<file path="config.mk">
export PLATFORM = sky130hd
export DESIGN_NAME = rprb_top
export DESIGN_NICKNAME = d
export VERILOG_FILES = /design/src/include/rprb_pkg.sv /design/src/include/rprb_ctl_if.sv /design/src/rtl/rprb_decode.sv /design/src/rtl/rprb_events.sv /design/src/rtl/rprb_top.sv
export SDC_FILE = /design/constraint.sdc
export NUM_CORES = 1
export LEC_CHECK = 0
export BUFFER_PORTS_ARGS = -buffer_cell sky130_fd_sc_hd__buf_2
export CAP_MARGIN = 20
export CORE_AREA = 2 2 77 79
export DETAILED_ROUTE_END_ITERATION = 12
export DIE_AREA = 0 0 79 81
export PLACE_DENSITY = 0.88
export SLEW_MARGIN = 40
export SYNTH_ARGS = -nofsm -noshare
export SYNTH_HDL_FRONTEND = slang
export SYNTH_SLANG_ARGS = --single-unit
export TNS_END_PERCENT = 30
</file>
<file path="constraint.sdc">
create_clock -name CORE_CLK -period 1.72 [get_ports CORE_CLK]
set_input_delay 0.344 -clock CORE_CLK [delete_from_list [all_inputs] [get_ports CORE_CLK]]
set_output_delay 0.344 -clock CORE_CLK [all_outputs]
set_load 0.01 [all_outputs]
</file>
<file path="src/include/rprb_pkg.sv">
// shared constants of the root port bridge control and express capability
package rprb_pkg;
    // configuration byte offsets
    localparam logic [7:0]  OFF_SEC_STATUS  = 8'h1E;
    localparam logic [7:0]  OFF_BRIDGE_CTRL = 8'h3E;
    localparam logic [7:0]  OFF_CAP_ID      = 8'h40;
    localparam logic [7:0]  OFF_NEXT_PTR    = 8'h41;
    localparam logic [7:0]  OFF_EXP_CAPS    = 8'h42;
    // bridge control field positions
    localparam int BC_PARITY_RESP = 0;
    localparam int BC_ERR_FWD     = 1;
    localparam int BC_ISA_BLOCK   = 2;
    localparam int BC_VGA_CLAIM   = 3;
    localparam int BC_VGA_16BIT   = 4;
    localparam int BC_HOT_RESET   = 6;
    localparam logic [15:0] BC_WRITE_MASK  = 16'h005F;
    localparam logic [15:0] BC_RESET       = 16'h0000;
    // secondary status: parity detected bit
    localparam int SS_PARITY_BIT = 8;
    // capability header constants
    localparam logic [7:0]  CAP_ID_VALUE   = 8'h10;
    localparam logic [7:0]  NEXT_PTR_VALUE = 8'h90;
    localparam logic [3:0]  PORT_TYPE_ROOT = 4'h4;
    localparam logic [3:0]  CAP_VERSION    = 4'h1;
    localparam logic [4:0]  MSG_VECTOR_NUM = 5'h00;
    localparam int CAP_SLOT_BIT = 8;
    // legacy decode ranges
    localparam logic [31:0] VGA_MEM_LO   = 32'h000A0000;
    localparam logic [31:0] VGA_MEM_HI   = 32'h000BFFFF;
    localparam logic [9:0]  VGA_IO_A_LO  = 10'h3B0;
    localparam logic [9:0]  VGA_IO_A_HI  = 10'h3BB;
    localparam logic [9:0]  VGA_IO_B_LO  = 10'h3C0;
    localparam logic [9:0]  VGA_IO_B_HI  = 10'h3DF;
    localparam logic [15:0] ISA_REGION_TOP = 16'hFFFF;
    localparam logic [9:0]  ISA_ALIAS_LO   = 10'h100;
endpackage : rprb_pkg

</file>
<file path="src/include/rprb_ctl_if.sv">
// control bits carried from the register bank to the decode and event logic
`timescale 1ns/1ps
interface rprb_ctl_if;
    logic vga_claim;
    logic vga_16bit;
    logic isa_block;
    logic err_fwd;
    logic parity_resp;
    modport ctl (output vga_claim, vga_16bit, isa_block, err_fwd,
                 parity_resp);
    modport dec (input vga_claim, vga_16bit, isa_block);
    modport evt (input err_fwd, parity_resp);
endinterface : rprb_ctl_if

</file>
<file path="src/rtl/rprb_decode.sv">
// address decode for legacy graphics claiming and isa alias blocking
`timescale 1ns/1ps
module rprb_decode
    import rprb_pkg::*;
(
    rprb_ctl_if.dec     ctl,
    input  wire logic [31:0] addr,
    input  wire logic        is_io,
    input  wire logic [15:0] io_base,
    input  wire logic [15:0] io_limit,
    output logic             claim,
    output logic             block
);
    // legacy graphics ranges; aliases ignore bits 15:10 unless 16-bit mode
    wire logic upper_zero = (addr[31:16] == 16'h0000);
    wire logic alias_ok   = !ctl.vga_16bit || (addr[15:10] == 6'h00);
    wire logic vga_mem    = !is_io && (addr >= VGA_MEM_LO)
                            && (addr <= VGA_MEM_HI);
    wire logic vga_io_a   = (addr[9:0] >= VGA_IO_A_LO)
                            && (addr[9:0] <= VGA_IO_A_HI);
    wire logic vga_io_b   = (addr[9:0] >= VGA_IO_B_LO)
                            && (addr[9:0] <= VGA_IO_B_HI);
    wire logic vga_io     = is_io && upper_zero && alias_ok
                            && (vga_io_a || vga_io_b);
    assign claim = ctl.vga_claim && (vga_mem || vga_io);

    // isa aliases: top 768 bytes of each 1 KB inside the io window
    wire logic in_window  = (addr[15:0] >= io_base)
                            && (addr[15:0] <= io_limit);
    wire logic low_64k    = upper_zero && (addr[15:0] <= ISA_REGION_TOP);
    wire logic isa_alias  = (addr[9:0] >= ISA_ALIAS_LO);
    assign block = ctl.isa_block && is_io && in_window
                   && low_64k && isa_alias;
endmodule : rprb_decode

</file>
<file path="src/rtl/rprb_events.sv">
// gating of received error messages and poisoned traffic events
`timescale 1ns/1ps
module rprb_events
    import rprb_pkg::*;
(
    rprb_ctl_if.evt     ctl,
    input  wire logic   err_valid,
    input  wire logic   poison_cpl,
    input  wire logic   poison_wr,
    output logic        err_forward,
    output logic        parity_set
);
    // fatal and non-fatal messages stop here unless forwarding is enabled
    assign err_forward = err_valid && ctl.err_fwd;
    // only a poisoned completion in or a poisoned write out counts
    assign parity_set  = ctl.parity_resp
                         && (poison_cpl || poison_wr);
endmodule : rprb_events

</file>
<file path="src/rtl/rprb_top.sv">
// root port bridge control, secondary parity flag and capability header
//
// Operation
// - writing one to the hot reset bit starts hot reset on the link
// - graphics claim bit set claims legacy memory and io ranges, aliases too unless 16-bit decode is set
// - isa block bit set refuses io hits in top 768 bytes per 1 KB
// - error forwarding bit gates fatal and non-fatal messages to backbone
// - parity response bit gates poisoned traffic onto the parity flag
// - parity flag is write-one-to-clear, set only on poisoned events
// - byte at 40h reads capability identifier 10h
// - byte at 41h reads next capability pointer 90h
// - slot implemented bit takes one write, held until reset
// - port type field reads 4h for a root port
// - capability version field reads 1h
// - message vector number field reads zero
`timescale 1ns/1ps
module rprb_top
    import rprb_pkg::*;
(
    input  wire logic        CORE_CLK,
    input  wire logic        RST,
    input  wire logic        CFG_WR,
    input  wire logic        CFG_RD,
    input  wire logic [7:2]  CFG_ADDR,
    input  wire logic [3:0]  CFG_BE,
    input  wire logic [31:0] CFG_WDATA,
    output logic      [31:0] CFG_RDATA,
    output logic             CFG_RVALID,
    output logic             HOT_RESET,
    input  wire logic        TXN_VALID,
    input  wire logic        TXN_IO,
    input  wire logic [31:0] TXN_ADDR,
    input  wire logic [15:0] IO_BASE,
    input  wire logic [15:0] IO_LIMIT,
    output logic             TXN_DONE,
    output logic             TXN_CLAIM,
    output logic             TXN_BLOCK,
    input  wire logic        ERR_MSG_VALID,
    input  wire logic        ERR_MSG_FATAL,
    output logic             ERR_FWD_VALID,
    output logic             ERR_FWD_FATAL,
    input  wire logic        RX_POISON_CPL,
    input  wire logic        TX_POISON_WR,
    output logic             SEC_PARITY_DET
);
    // register state
    logic [15:0] bridge_control_q;
    logic [15:0] bridge_control_d;
    logic        parity_q;
    logic        parity_d;
    logic        slot_q;
    logic        slot_d;
    logic        slot_lock_q;
    logic        slot_lock_d;
    logic [31:0] rdata_q;
    logic [31:0] rdata_d;
    logic        rvalid_q;
    logic        claim_q;
    logic        block_q;
    logic        done_q;
    logic        fwd_q;
    logic        fwd_fatal_q;

    rprb_ctl_if ctl_if ();

    // dword decode of the configuration address
    wire logic hit_ss  = (CFG_ADDR == OFF_SEC_STATUS[7:2]);
    wire logic hit_bc  = (CFG_ADDR == OFF_BRIDGE_CTRL[7:2]);
    wire logic hit_cap = (CFG_ADDR == OFF_CAP_ID[7:2]);
    wire logic wr_bc_lo  = CFG_WR && hit_bc && CFG_BE[2];
    wire logic wr_ss_hi  = CFG_WR && hit_ss && CFG_BE[3];
    wire logic wr_cap_hi = CFG_WR && hit_cap && CFG_BE[3];
    wire logic [15:0] bc_wdata = CFG_WDATA[31:16];
    wire logic [15:0] ss_wdata = CFG_WDATA[31:16];
    wire logic [15:0] cap_wdata = CFG_WDATA[31:16];

    // control bits handed to the decode and event logic
    assign ctl_if.vga_claim   = bridge_control_q[BC_VGA_CLAIM];
    assign ctl_if.vga_16bit   = bridge_control_q[BC_VGA_16BIT];
    assign ctl_if.isa_block   = bridge_control_q[BC_ISA_BLOCK];
    assign ctl_if.err_fwd     = bridge_control_q[BC_ERR_FWD];
    assign ctl_if.parity_resp = bridge_control_q[BC_PARITY_RESP];

    logic claim_w;
    logic block_w;
    logic fwd_w;
    logic parity_set_w;

    rprb_decode u_decode (
        .ctl      (ctl_if.dec),
        .addr     (TXN_ADDR),
        .is_io    (TXN_IO),
        .io_base  (IO_BASE),
        .io_limit (IO_LIMIT),
        .claim    (claim_w),
        .block    (block_w)
    );

    rprb_events u_events (
        .ctl         (ctl_if.evt),
        .err_valid   (ERR_MSG_VALID),
        .poison_cpl  (RX_POISON_CPL),
        .poison_wr   (TX_POISON_WR),
        .err_forward (fwd_w),
        .parity_set  (parity_set_w)
    );

    // bridge control: only the documented writable bits take data;
    // the upper lane holds nothing writable so lane 3 is ignored
    assign bridge_control_d = wr_bc_lo ? ((bridge_control_q & ~BC_WRITE_MASK)
                     | ({8'h00, bc_wdata[7:0]} & BC_WRITE_MASK))
                     : bridge_control_q;

    // parity flag: a new event wins over a clear in the same cycle
    wire logic parity_clr = wr_ss_hi && ss_wdata[SS_PARITY_BIT];
    assign parity_d = parity_set_w
                      || (parity_q && !parity_clr);

    // slot implemented: first write to its byte locks the value
    wire logic slot_take = wr_cap_hi && !slot_lock_q;
    assign slot_d      = slot_take ? cap_wdata[CAP_SLOT_BIT] : slot_q;
    assign slot_lock_d = slot_lock_q || wr_cap_hi;

    // read words assembled from constants and live state
    wire logic [15:0] caps_word = {2'b00, MSG_VECTOR_NUM, slot_q,
                                   PORT_TYPE_ROOT,
                                   CAP_VERSION};
    wire logic [15:0] ss_word = {7'h00, parity_q, 8'h00};
    always_comb begin
        if (!CFG_RD) begin
            rdata_d = rdata_q;
        end else if (hit_ss) begin
            rdata_d = {ss_word, 16'h0000};
        end else if (hit_bc) begin
            rdata_d = {bridge_control_q, 16'h0000};
        end else if (hit_cap) begin
            rdata_d = {caps_word, NEXT_PTR_VALUE,
                       CAP_ID_VALUE};
        end else begin
            rdata_d = 32'h00000000;  // unmapped dwords read zero
        end
    end

    // register bank flops
    always_ff @(posedge CORE_CLK) begin
        if (RST) begin
            bridge_control_q     <= BC_RESET;
            parity_q    <= 1'b0;
            slot_q      <= 1'b0;
            slot_lock_q <= 1'b0;
            rdata_q     <= 32'h00000000;
            rvalid_q    <= 1'b0;
        end else begin
            bridge_control_q     <= bridge_control_d;
            parity_q    <= parity_d;
            slot_q      <= slot_d;
            slot_lock_q <= slot_lock_d;
            rdata_q     <= rdata_d;
            rvalid_q    <= CFG_RD;
        end
    end

    // transaction and message results, one cycle behind the request
    always_ff @(posedge CORE_CLK) begin
        if (RST) begin
            done_q      <= 1'b0;
            claim_q     <= 1'b0;
            block_q     <= 1'b0;
            fwd_q       <= 1'b0;
            fwd_fatal_q <= 1'b0;
        end else begin
            done_q      <= TXN_VALID;
            claim_q     <= TXN_VALID && claim_w;
            block_q     <= TXN_VALID && block_w;
            fwd_q       <= fwd_w;
            fwd_fatal_q <= fwd_w && ERR_MSG_FATAL;
        end
    end

    // hot reset follows the stored bit, so it lasts as long as the bit
    assign HOT_RESET      = bridge_control_q[BC_HOT_RESET];
    assign CFG_RDATA      = rdata_q;
    assign CFG_RVALID     = rvalid_q;
    assign TXN_DONE       = done_q;
    assign TXN_CLAIM      = claim_q;
    assign TXN_BLOCK      = block_q;
    assign ERR_FWD_VALID  = fwd_q;
    assign ERR_FWD_FATAL  = fwd_fatal_q;
    assign SEC_PARITY_DET = parity_q;
endmodule : rprb_top

</file>
==> metrics.yaml, run 1 <==
worst_hold_path:
  hold_class: "in -> reg"
sta:
  fmax_mhz: 589
  fin_tns_setup_ps: 0
  fin_crit_sh_pct: 98.7
  fin_worst_skew_ps: 4.26
  drv_slew: 0
  setup_viol: 0
  min_period_ps: 1700
  rsz0062_at_grt: "true"
  finalHoldViolCount: 0
  finalWorstSetupSlack_ps: 22.5
clocking:
  hold_buffers: 0
  numCtsBuffers: 3
  cts.clk_slew.worst_paths_ps: 80
  cts_tree: "yes"
  h-tree-depth: 1
  clk_path_buf_depth: 2
  insertion_delay_ps: 260
  cts.sinks: 25
  root_buffer: "clkbuf_8"
synthesis:
  synth-seq-cells: 25
  synth_warnings: 0
  synth_area_um2: 1960
  synth_cell_types: 40
  syn_avg_cell_area_um2: 8.25
  yosysSeqAreaShare_pct: 25.5
  synthCells: 238
finish:
  num-fill-cells: 559
  stdcell_area_um2: 2700
  regArea_um2: 500
  largest_register_ffs: 10
  drive_gt1_share_pct: 40.8
  antenna_cells: 0
  multiInputGateArea_um2: 1230
  nNetsFinal: 507
  syn_to_final_growth_pct: 37.6
place:
  placed_area_um2: 2640
  io_buffer_count: 115
  dp_hpwl_um: 4250
  place_ws_ps: -277
  gp_congestion: 0.754
routing:
  firstDrtPassIters: 4
  drc: 0
  drt_wl_total_um: 4750
  dr.first_iter.drc_count: 33
  via_per_inst: 4.58
  ant_nets: 0
  num_vias: 1982
  post_drt_wl_per_cell_um: 11.0
global_routing:
  grt_pass1_vias: 1833
  antenna_found_initial: 0
  overflow: 0
  grt_pass1_wl_um: 7670
  globalRouteTotalUtil_pct: 14.5
  grt_max_degree: 22
die:
  dieArea_um2: 6400
  die_h_um: 81
  pin_count: 156
  core-area_um2: 5680
  rows: 28
  die_x_um: 79
  initial_core_util_pct: 34.6
pwr:
  p_seq_share_pct: 45.5
  vdd_drop_max_v: 0.000366
  switching_power_w: 0.000351
  netSwitchingFraction_pct: 27.2
  intPower_w: 0.000939
  p_clk_share_pct: 25.8
  combinationalPowerShare_pct: 28.7
  pwr_density_cell_nw_per_um2: 477
  leakagePower_nw: 1.46
worst_setup_path:
  startpoint_type: "primary input"
  crit_type: "in -> reg"
  crit_arrival_ps: 1850
  timing.reg2reg.setup_slack_ps: 790
  crit_path_end_kind: "register"
  critPathMaxFanout: 3
  required_ps: 1880
outcome:
  status: "completed"
flow_run:
  cap_viol_max_count: 0
stage by stage:
step | hold slack (ps) | utilization [%] | instances | total power [W]
2_1_floorplan | 423 | - | 250 | 0.000809
3_3_place_gp | 445 | 46.5 | 428 | 0.000955
3_5_place_dp | 453 | 46.5 | 428 | 0.000968
4_1_cts | 257 | 47.5 | 432 | 0.00130
5_1_grt | 262 | 47.6 | 433 | 0.00138
6_report | 264 | 47.6 | 433 | 0.00129
timing repair:
item / 4_1_cts / 5_1_grt
setup buffers: 0 / 1
pin swaps: 0 / 2
endpoints found under the hold margin: 0 / 0
resized for setup: 2 / 1
setup endpoints to repair: 1 / 1
power groups by stage:
stage | Clock (W) | Sequential [W] | Combinational (W)
2_1_floorplan | 0 | 0.000604 | 0.000205
3_3_place_gp | 0 | 0.000601 | 0.000354
3_5_place_dp | 0 | 0.000601 | 0.000367
4_1_cts | 0.000344 | 0.000587 | 0.000371
5_1_grt | 0.000367 | 0.000588 | 0.000427
6_report | 0.000333 | 0.000587 | 0.000370
critical path, stage by stage:
cell,delay (ps)
buf_2,110
ha_1,310
nand4_1,160
or4_4,550
a2111oi_2,370
cells in the final DEF, fill, tap and decap left out, types with 4 or more instances in the layout:
cell type / count
inv_1: 31
a21oi_1: 19
nand2b_1: 6
o21ai_0: 4
buf_4: 15
nand2_1: 10
mux2i_1: 8
nor2b_1: 4
nand4_1: 8
buf_2: 115
nor2_1: 15
ha_1: 31
dfxtp_1: 25
conb_1: 13
nand3_1: 9
cells by family (layout without fill, tap and decap cells):
family / count (synthesis) / in the layout / share of synthesized area (%)
AOI/OAI and AO/OA: 40 / 40 / 13.4
DFF: 25 / 25 / 25.5
buffers and inverters: 59 / 167 / 15.7
other: 1 / 13 / 0.191
adders and majority gates: 32 / 32 / 20.4
and+or+nand+nor: 73 / 73 / 20.7
muxes: 8 / 8 / 4.08
synth_stat cells (all sizes together):
cell type  count  share of area (%)
o21ai          6                1.5
and4           1               0.45
nor2          15                2.9
nand4b         1               0.45
nor4           2               0.64
or4b           1               0.51
o211ai         2                1.0
nand3          9                2.3
nand2b         6                1.9
a211oi         3                1.1
a21o           1               0.38
a2111oi        3                2.0
inv           32                6.1
a22oi          1               0.38
or4            3                1.1
o211a          1               0.51
and3           1               0.32
o31ai          1               0.38
nand2         10                1.9
dfxtp         25                 25
nor3           5                1.5
mux2i          8                4.1
buf           24                9.0
a31oi          1               0.32
nor4b          1               0.45
ha            32                 20
a31o           1               0.45
a21oi         19                4.8
nor2b          5                1.6
clkbuf         3               0.57
nor3b          4                1.8
and2           1               0.32
nand4          8                2.5
a41oi          1               0.45
conb           1               0.19
cell type report:
| type | count | share of cell area, % |
|---|---|---|
| multi-input cells | 166 | 45.7 |
| repair buffers | 131 | 26.2 |
| flip-flops and latches | 25 | 18.5 |
| inverters | 32 | 4.45 |
| well taps | 75 | 3.47 |
| clock buffers | 4 | 1.67 |
path summary, 6_finish.rpt:
check	from	endpoint	depth (start not counted)
worst max register to register	bridge_control_q[2]$_SDFFE_PP0P_	TXN_BLOCK$_SDFF_PP0_	2
worst min-delay path	RST	TXN_DONE$_SDFF_PP0_	2
worst min register to register	bridge_control_q[1]$_SDFFE_PP0P_	ERR_FWD_VALID$_SDFF_PP0_	2
worst max-delay path	TXN_ADDR[10]	TXN_BLOCK$_SDFF_PP0_	5
metal layers:
metal | up-vias | global-route usage [%] | part of all wire [%]
met2 | 70 | 29.3 | 52
li1 | 1036 | - | -
met4 | 0 | 2.41 | 0.23
met1 | 874 | 16.4 | 42
met3 | 2 | 1.89 | 6.2
met5 | - | 0 | 0
Note: power is estimated with default switching activity, not from simulation.
==> inputs of run 2 (changes only) <==
CORE_AREA = 2 2 74 76   (was 2 2 77 79)
DIE_AREA = 0 0 76 78   (was 0 0 79 81)
PLACE_DENSITY = 0.91   (was 0.88)
clock period = 1.9 ns   (was 1.72 ns; I/O delays follow)
==> metrics.yaml, run 2 (synthesis gave the netlist of run 1 again) <==
outcome:
  status: "completed"
sta:
  fin_worst_skew_ps: 0.512
  finalWorstSetupSlack_ps: 196
  setup_viol: 0
  min_period_ps: 1700
  rsz0062_at_grt: "false"
  fmax_mhz: 587
  drv_slew: 0
  finalHoldViolCount: 0
  fin_crit_sh_pct: 89.7
place:
  place_ws_ps: -199
  dp.cells: 421
  placed_area_um2: 2580
  dp_hpwl_um: 4320
  io_buffer_count: 115
  gp_congestion: 0.815
finish:
  final_cell_mix: "buf_2, inv_1, ha_1"
  finalNonFillerCells: 425
  nNetsFinal: 504
  layout_commonest_cell: "buf_2"
  drive_gt1_share_pct: 38.9
  largest_register_ffs: 10
  stdcell_area_um2: 2630
  syn_to_final_growth_pct: 33.8
  antenna_cells: 0
global_routing:
  globalRouteTotalUtil_pct: 15.8
  antenna_found_initial: 0
  grt_pass1_vias: 1887
  grt_pass1_wl_um: 7910
  grt_max_degree: 23
  overflow: 0
worst_hold_path:
  hold_class: "in -> reg"
  hold_depth: 2
  min_from: "ERR_MSG_FATAL"
  worst_hold_path.endpoint: "ERR_FWD_FATAL$_SDFF_PP0_"
clocking:
  cts_resized: 0
  cts_setup_buffers: 0
  insertion_delay_ps: 250
  clk_path_buf_depth: 2
  numCtsBuffers: 3
  root_buffer: "clkbuf_8"
  cts.sinks: 25
  h-tree-depth: 1
  hold_buffers: 0
  cts.clk_slew.worst_paths_ps: 80
  cts_tree: "yes"
worst_setup_path:
  critPathMaxFanout: 2
  crit_path_end_kind: "register"
  crit_arrival_ps: 1870
  r2r-end: "TXN_BLOCK$_SDFF_PP0_"
  rr_worst_depth: 2
  crit_type: "in -> reg"
  timing.reg2reg.setup_slack_ps: 980
  required_ps: 2060
  startpoint_type: "primary input"
  worstSetupStartpoint: "TXN_ADDR[1]"
  r2r-start: "bridge_control_q[2]$_SDFFE_PP0P_"
die:
  die_x_um: 76
  die_h_um: 78
  initial_core_util_pct: 38.9
  dieArea_um2: 5930
  core-area_um2: 5040
  pin_count: 156
  rows: 26
routing:
  post_drt_wl_per_cell_um: 11.4
  firstDrtPassIters: 4
  drt_wl_total_um: 4830
  ant_nets: 0
  drc: 0
  dr.first_iter.drc_count: 44
  via_per_inst: 4.64
  num_vias: 1974
pwr:
  vdd_drop_max_v: 0.000220
  leakagePower_nw: 1.44
  pwr_density_cell_nw_per_um2: 439
flow_run:
  cap_viol_max_count: 0
[run 2: critical path: stages]
cell	delay [ps]
buf_2	110
ha_1	290
nor2b_1	140
o211ai_2	130
a2111oi_1	110
a2111oi_2	220
o21ai_1	130
a2111oi_2	360
[run 2: metal layers]
layer,GRT usage (%),part of all wire [%]
met2,31.4,54
met5,0,0
met3,1.86,5.9
met4,3.27,0.44
met1,18.0,40
[run 2: stage by stage]
stage	total power (W)	hold WS [ps]	setup TNS, ps	util (%)
global placement	0.000855	446	-152	51.2
finish	0.00115	324	0	52.1
floorplan	0.000725	430	0	-
global route	0.00124	320	0	52.1
detailed placement	0.000869	449	-199	51.2
CTS	0.00117	315	0	52.1
[run 2: worst max-delay path by stage]
stage | end | slack (ps) | depth (start not counted)
CTS | TXN_BLOCK$_SDFF_PP0_ | 60 | 8
global placement | TXN_BLOCK$_SDFF_PP0_ | -150 | 8
global route | TXN_BLOCK$_SDFF_PP0_ | 40 | 8
finish | TXN_BLOCK$_SDFF_PP0_ | 200 | 8
floorplan | TXN_BLOCK$_SDFF_PP0_ | 50 | 8
detailed placement | TXN_BLOCK$_SDFF_PP0_ | -200 | 8
[run 2: layout make-up]
| class | count | area [um^2] |
|---|---|---|
| flip-flops and latches | 25 | 500 |
| multi-input cells | 166 | 1200 |
| fillers | 484 | 2410 |
| repair buffers | 128 | 673 |
| clock buffers | 3 | 41.3 |
| inverters | 32 | 120 |
| well taps | 70 | 87.6 |
| clock inverters | 1 | 5.00 |
[run 2: power by group]
part	switching, W	total, W	internal (W)
logic	0.000160	0.000325	0.000165
clock network	0.000150	0.000296	0.000146
registers	0.00000235	0.000532	0.000529
total	0.000312	0.00115	0.000840
==> inputs of run 3 (changes only) <==
SLEW_MARGIN = unset   (was 40)
clock period = 1.67 ns   (was 1.9 ns; I/O delays follow)
==> metrics.yaml, run 3 (synthesis gave the netlist of run 1 again) <==
finish:
  nNetsFinal: 508
  multiInputGateArea_um2: 1310
  regArea_um2: 500
  num-fill-cells: 476
  post-route-util_pct: 56.0
  largest_register_ffs: 10
  final_cell_mix: "buf_2, inv_1, ha_1"
  antenna_cells: 0
  drive_gt1_share_pct: 43.5
  layout_commonest_cell: "buf_2"
  syn_to_final_growth_pct: 43.8
die:
  die_h_um: 78
  die_x_um: 76
  core-area_um2: 5040
  dieArea_um2: 5930
  rows: 26
  initial_core_util_pct: 38.9
  pin_count: 156
place:
  place_ws_ps: -301
  dp_hpwl_um: 4430
  gp_congestion: 0.799
  io_buffer_count: 115
global_routing:
  antenna_found_initial: 0
  overflow: 0
  grt_max_degree: 22
  grt_pass1_wl_um: 8040
  grt_pass1_vias: 1931
  globalRouteTotalUtil_pct: 16.1
sta:
  fmax_mhz: 612
  finalHoldViolCount: 0
  fin_crit_sh_pct: 97.8
  setup_viol: 0
  drv_slew: 0
  finalWorstSetupSlack_ps: 37.3
  min_period_ps: 1630
  fin_tns_setup_ps: 0
  fin_worst_skew_ps: 1.84
  rsz0062_at_grt: "true"
pwr:
  pwr_density_cell_nw_per_um2: 486
  netSwitchingFraction_pct: 27.6
  switching_power_w: 0.000379
  leakagePower_nw: 1.48
  combinationalPowerShare_pct: 31.1
  p_clk_share_pct: 24.8
  intPower_w: 0.000992
  p_seq_share_pct: 44.1
  vdd_drop_max_v: 0.000231
clocking:
  hold_buffers: 0
  cts_tree: "yes"
  root_buffer: "clkbuf_8"
  cts.sinks: 25
  insertion_delay_ps: 250
  clk_path_buf_depth: 2
  numCtsBuffers: 3
  cts.clk_slew.worst_paths_ps: 80
  h-tree-depth: 1
routing:
  post_drt_wl_per_cell_um: 11.8
  ant_nets: 0
  firstDrtPassIters: 4
  via_per_inst: 4.77
  drc: 0
  dr.first_iter.drc_count: 25
  drt_wl_total_um: 5050
  num_vias: 2045
worst_hold_path:
  hold_class: "in -> reg"
flow_run:
  cap_viol_max_count: 0
worst_setup_path:
  critPathMaxFanout: 3
  crit_arrival_ps: 1800
  required_ps: 1830
  crit_type: "in -> reg"
  startpoint_type: "primary input"
  crit_path_end_kind: "register"
outcome:
  status: "completed"
==> run 3: final cells by class <==
cell class              instances  area share (%)
clock buffers                   4            1.60
inverters                      32            4.34
multi-input cells             166            46.5
flip-flops and latches         25            17.7
well taps                      70            3.10
repair buffers                132            26.7
==> run 3: worst paths after layout <==
kind / startpoint / to / slack [ps] / cells after the start
setup / recovery: IO_LIMIT[11] / TXN_BLOCK$_SDFF_PP0_ / 40 / 6
hold / removal: RST / TXN_DONE$_SDFF_PP0_ / 260 / 2
setup reg to reg: bridge_control_q[2]$_SDFFE_PP0P_ / TXN_BLOCK$_SDFF_PP0_ / 770 / 2
hold reg to reg: bridge_control_q[1]$_SDFFE_PP0P_ / ERR_FWD_VALID$_SDFF_PP0_ / 460 / 2
==> run 3: routing by layer <==
layer	wire (um)	vias up	part of all wire [%]	GRT usage (%)
met5	0	-	0	0
met4	63	0	1.2	3.64
met3	315	8	6.2	2.56
met2	2720	79	54	31.8
met1	1950	923	39	18.0
li1	-	1035	-	-
==> run 3: through the flow <==
stage / hold slack, ps / cells / power, W / instance area, um^2
after floorplan: 413 / 250 / 0.000836 / 2050
after global placement: 446 / 423 / 0.000986 / 2650
after detailed placement: 457 / 423 / 0.00101 / 2650
after CTS: 257 / 427 / 0.00135 / 2700
after global routing: 264 / 429 / 0.00147 / 2820
final: 262 / 429 / 0.00137 / 2820
==> run 3: timing repair <==
action,in CTS,in global routing
setup endpoints to repair,1,1
endpoints found under the hold margin,0,0
gates resized for setup,2,18
setup buffers,0,2
pin swaps,1,9
==> run 3: power by group through the flow <==
stage	Clock, W	Combinational [W]	Sequential (W)
2_1_floorplan	0	0.000214	0.000622
3_3_place_gp	0	0.000367	0.000619
3_5_place_dp	0	0.000388	0.000619
4_1_cts	0.000353	0.000392	0.000605
5_1_grt	0.000388	0.000479	0.000606
6_report	0.000339	0.000427	0.000605
==> run 3: critical path, stage by stage <==
cell       delay, ps
buf_6             70
inv_2             30
ha_4             260
nand4_1          170
or4_4            590
a2111oi_4        340
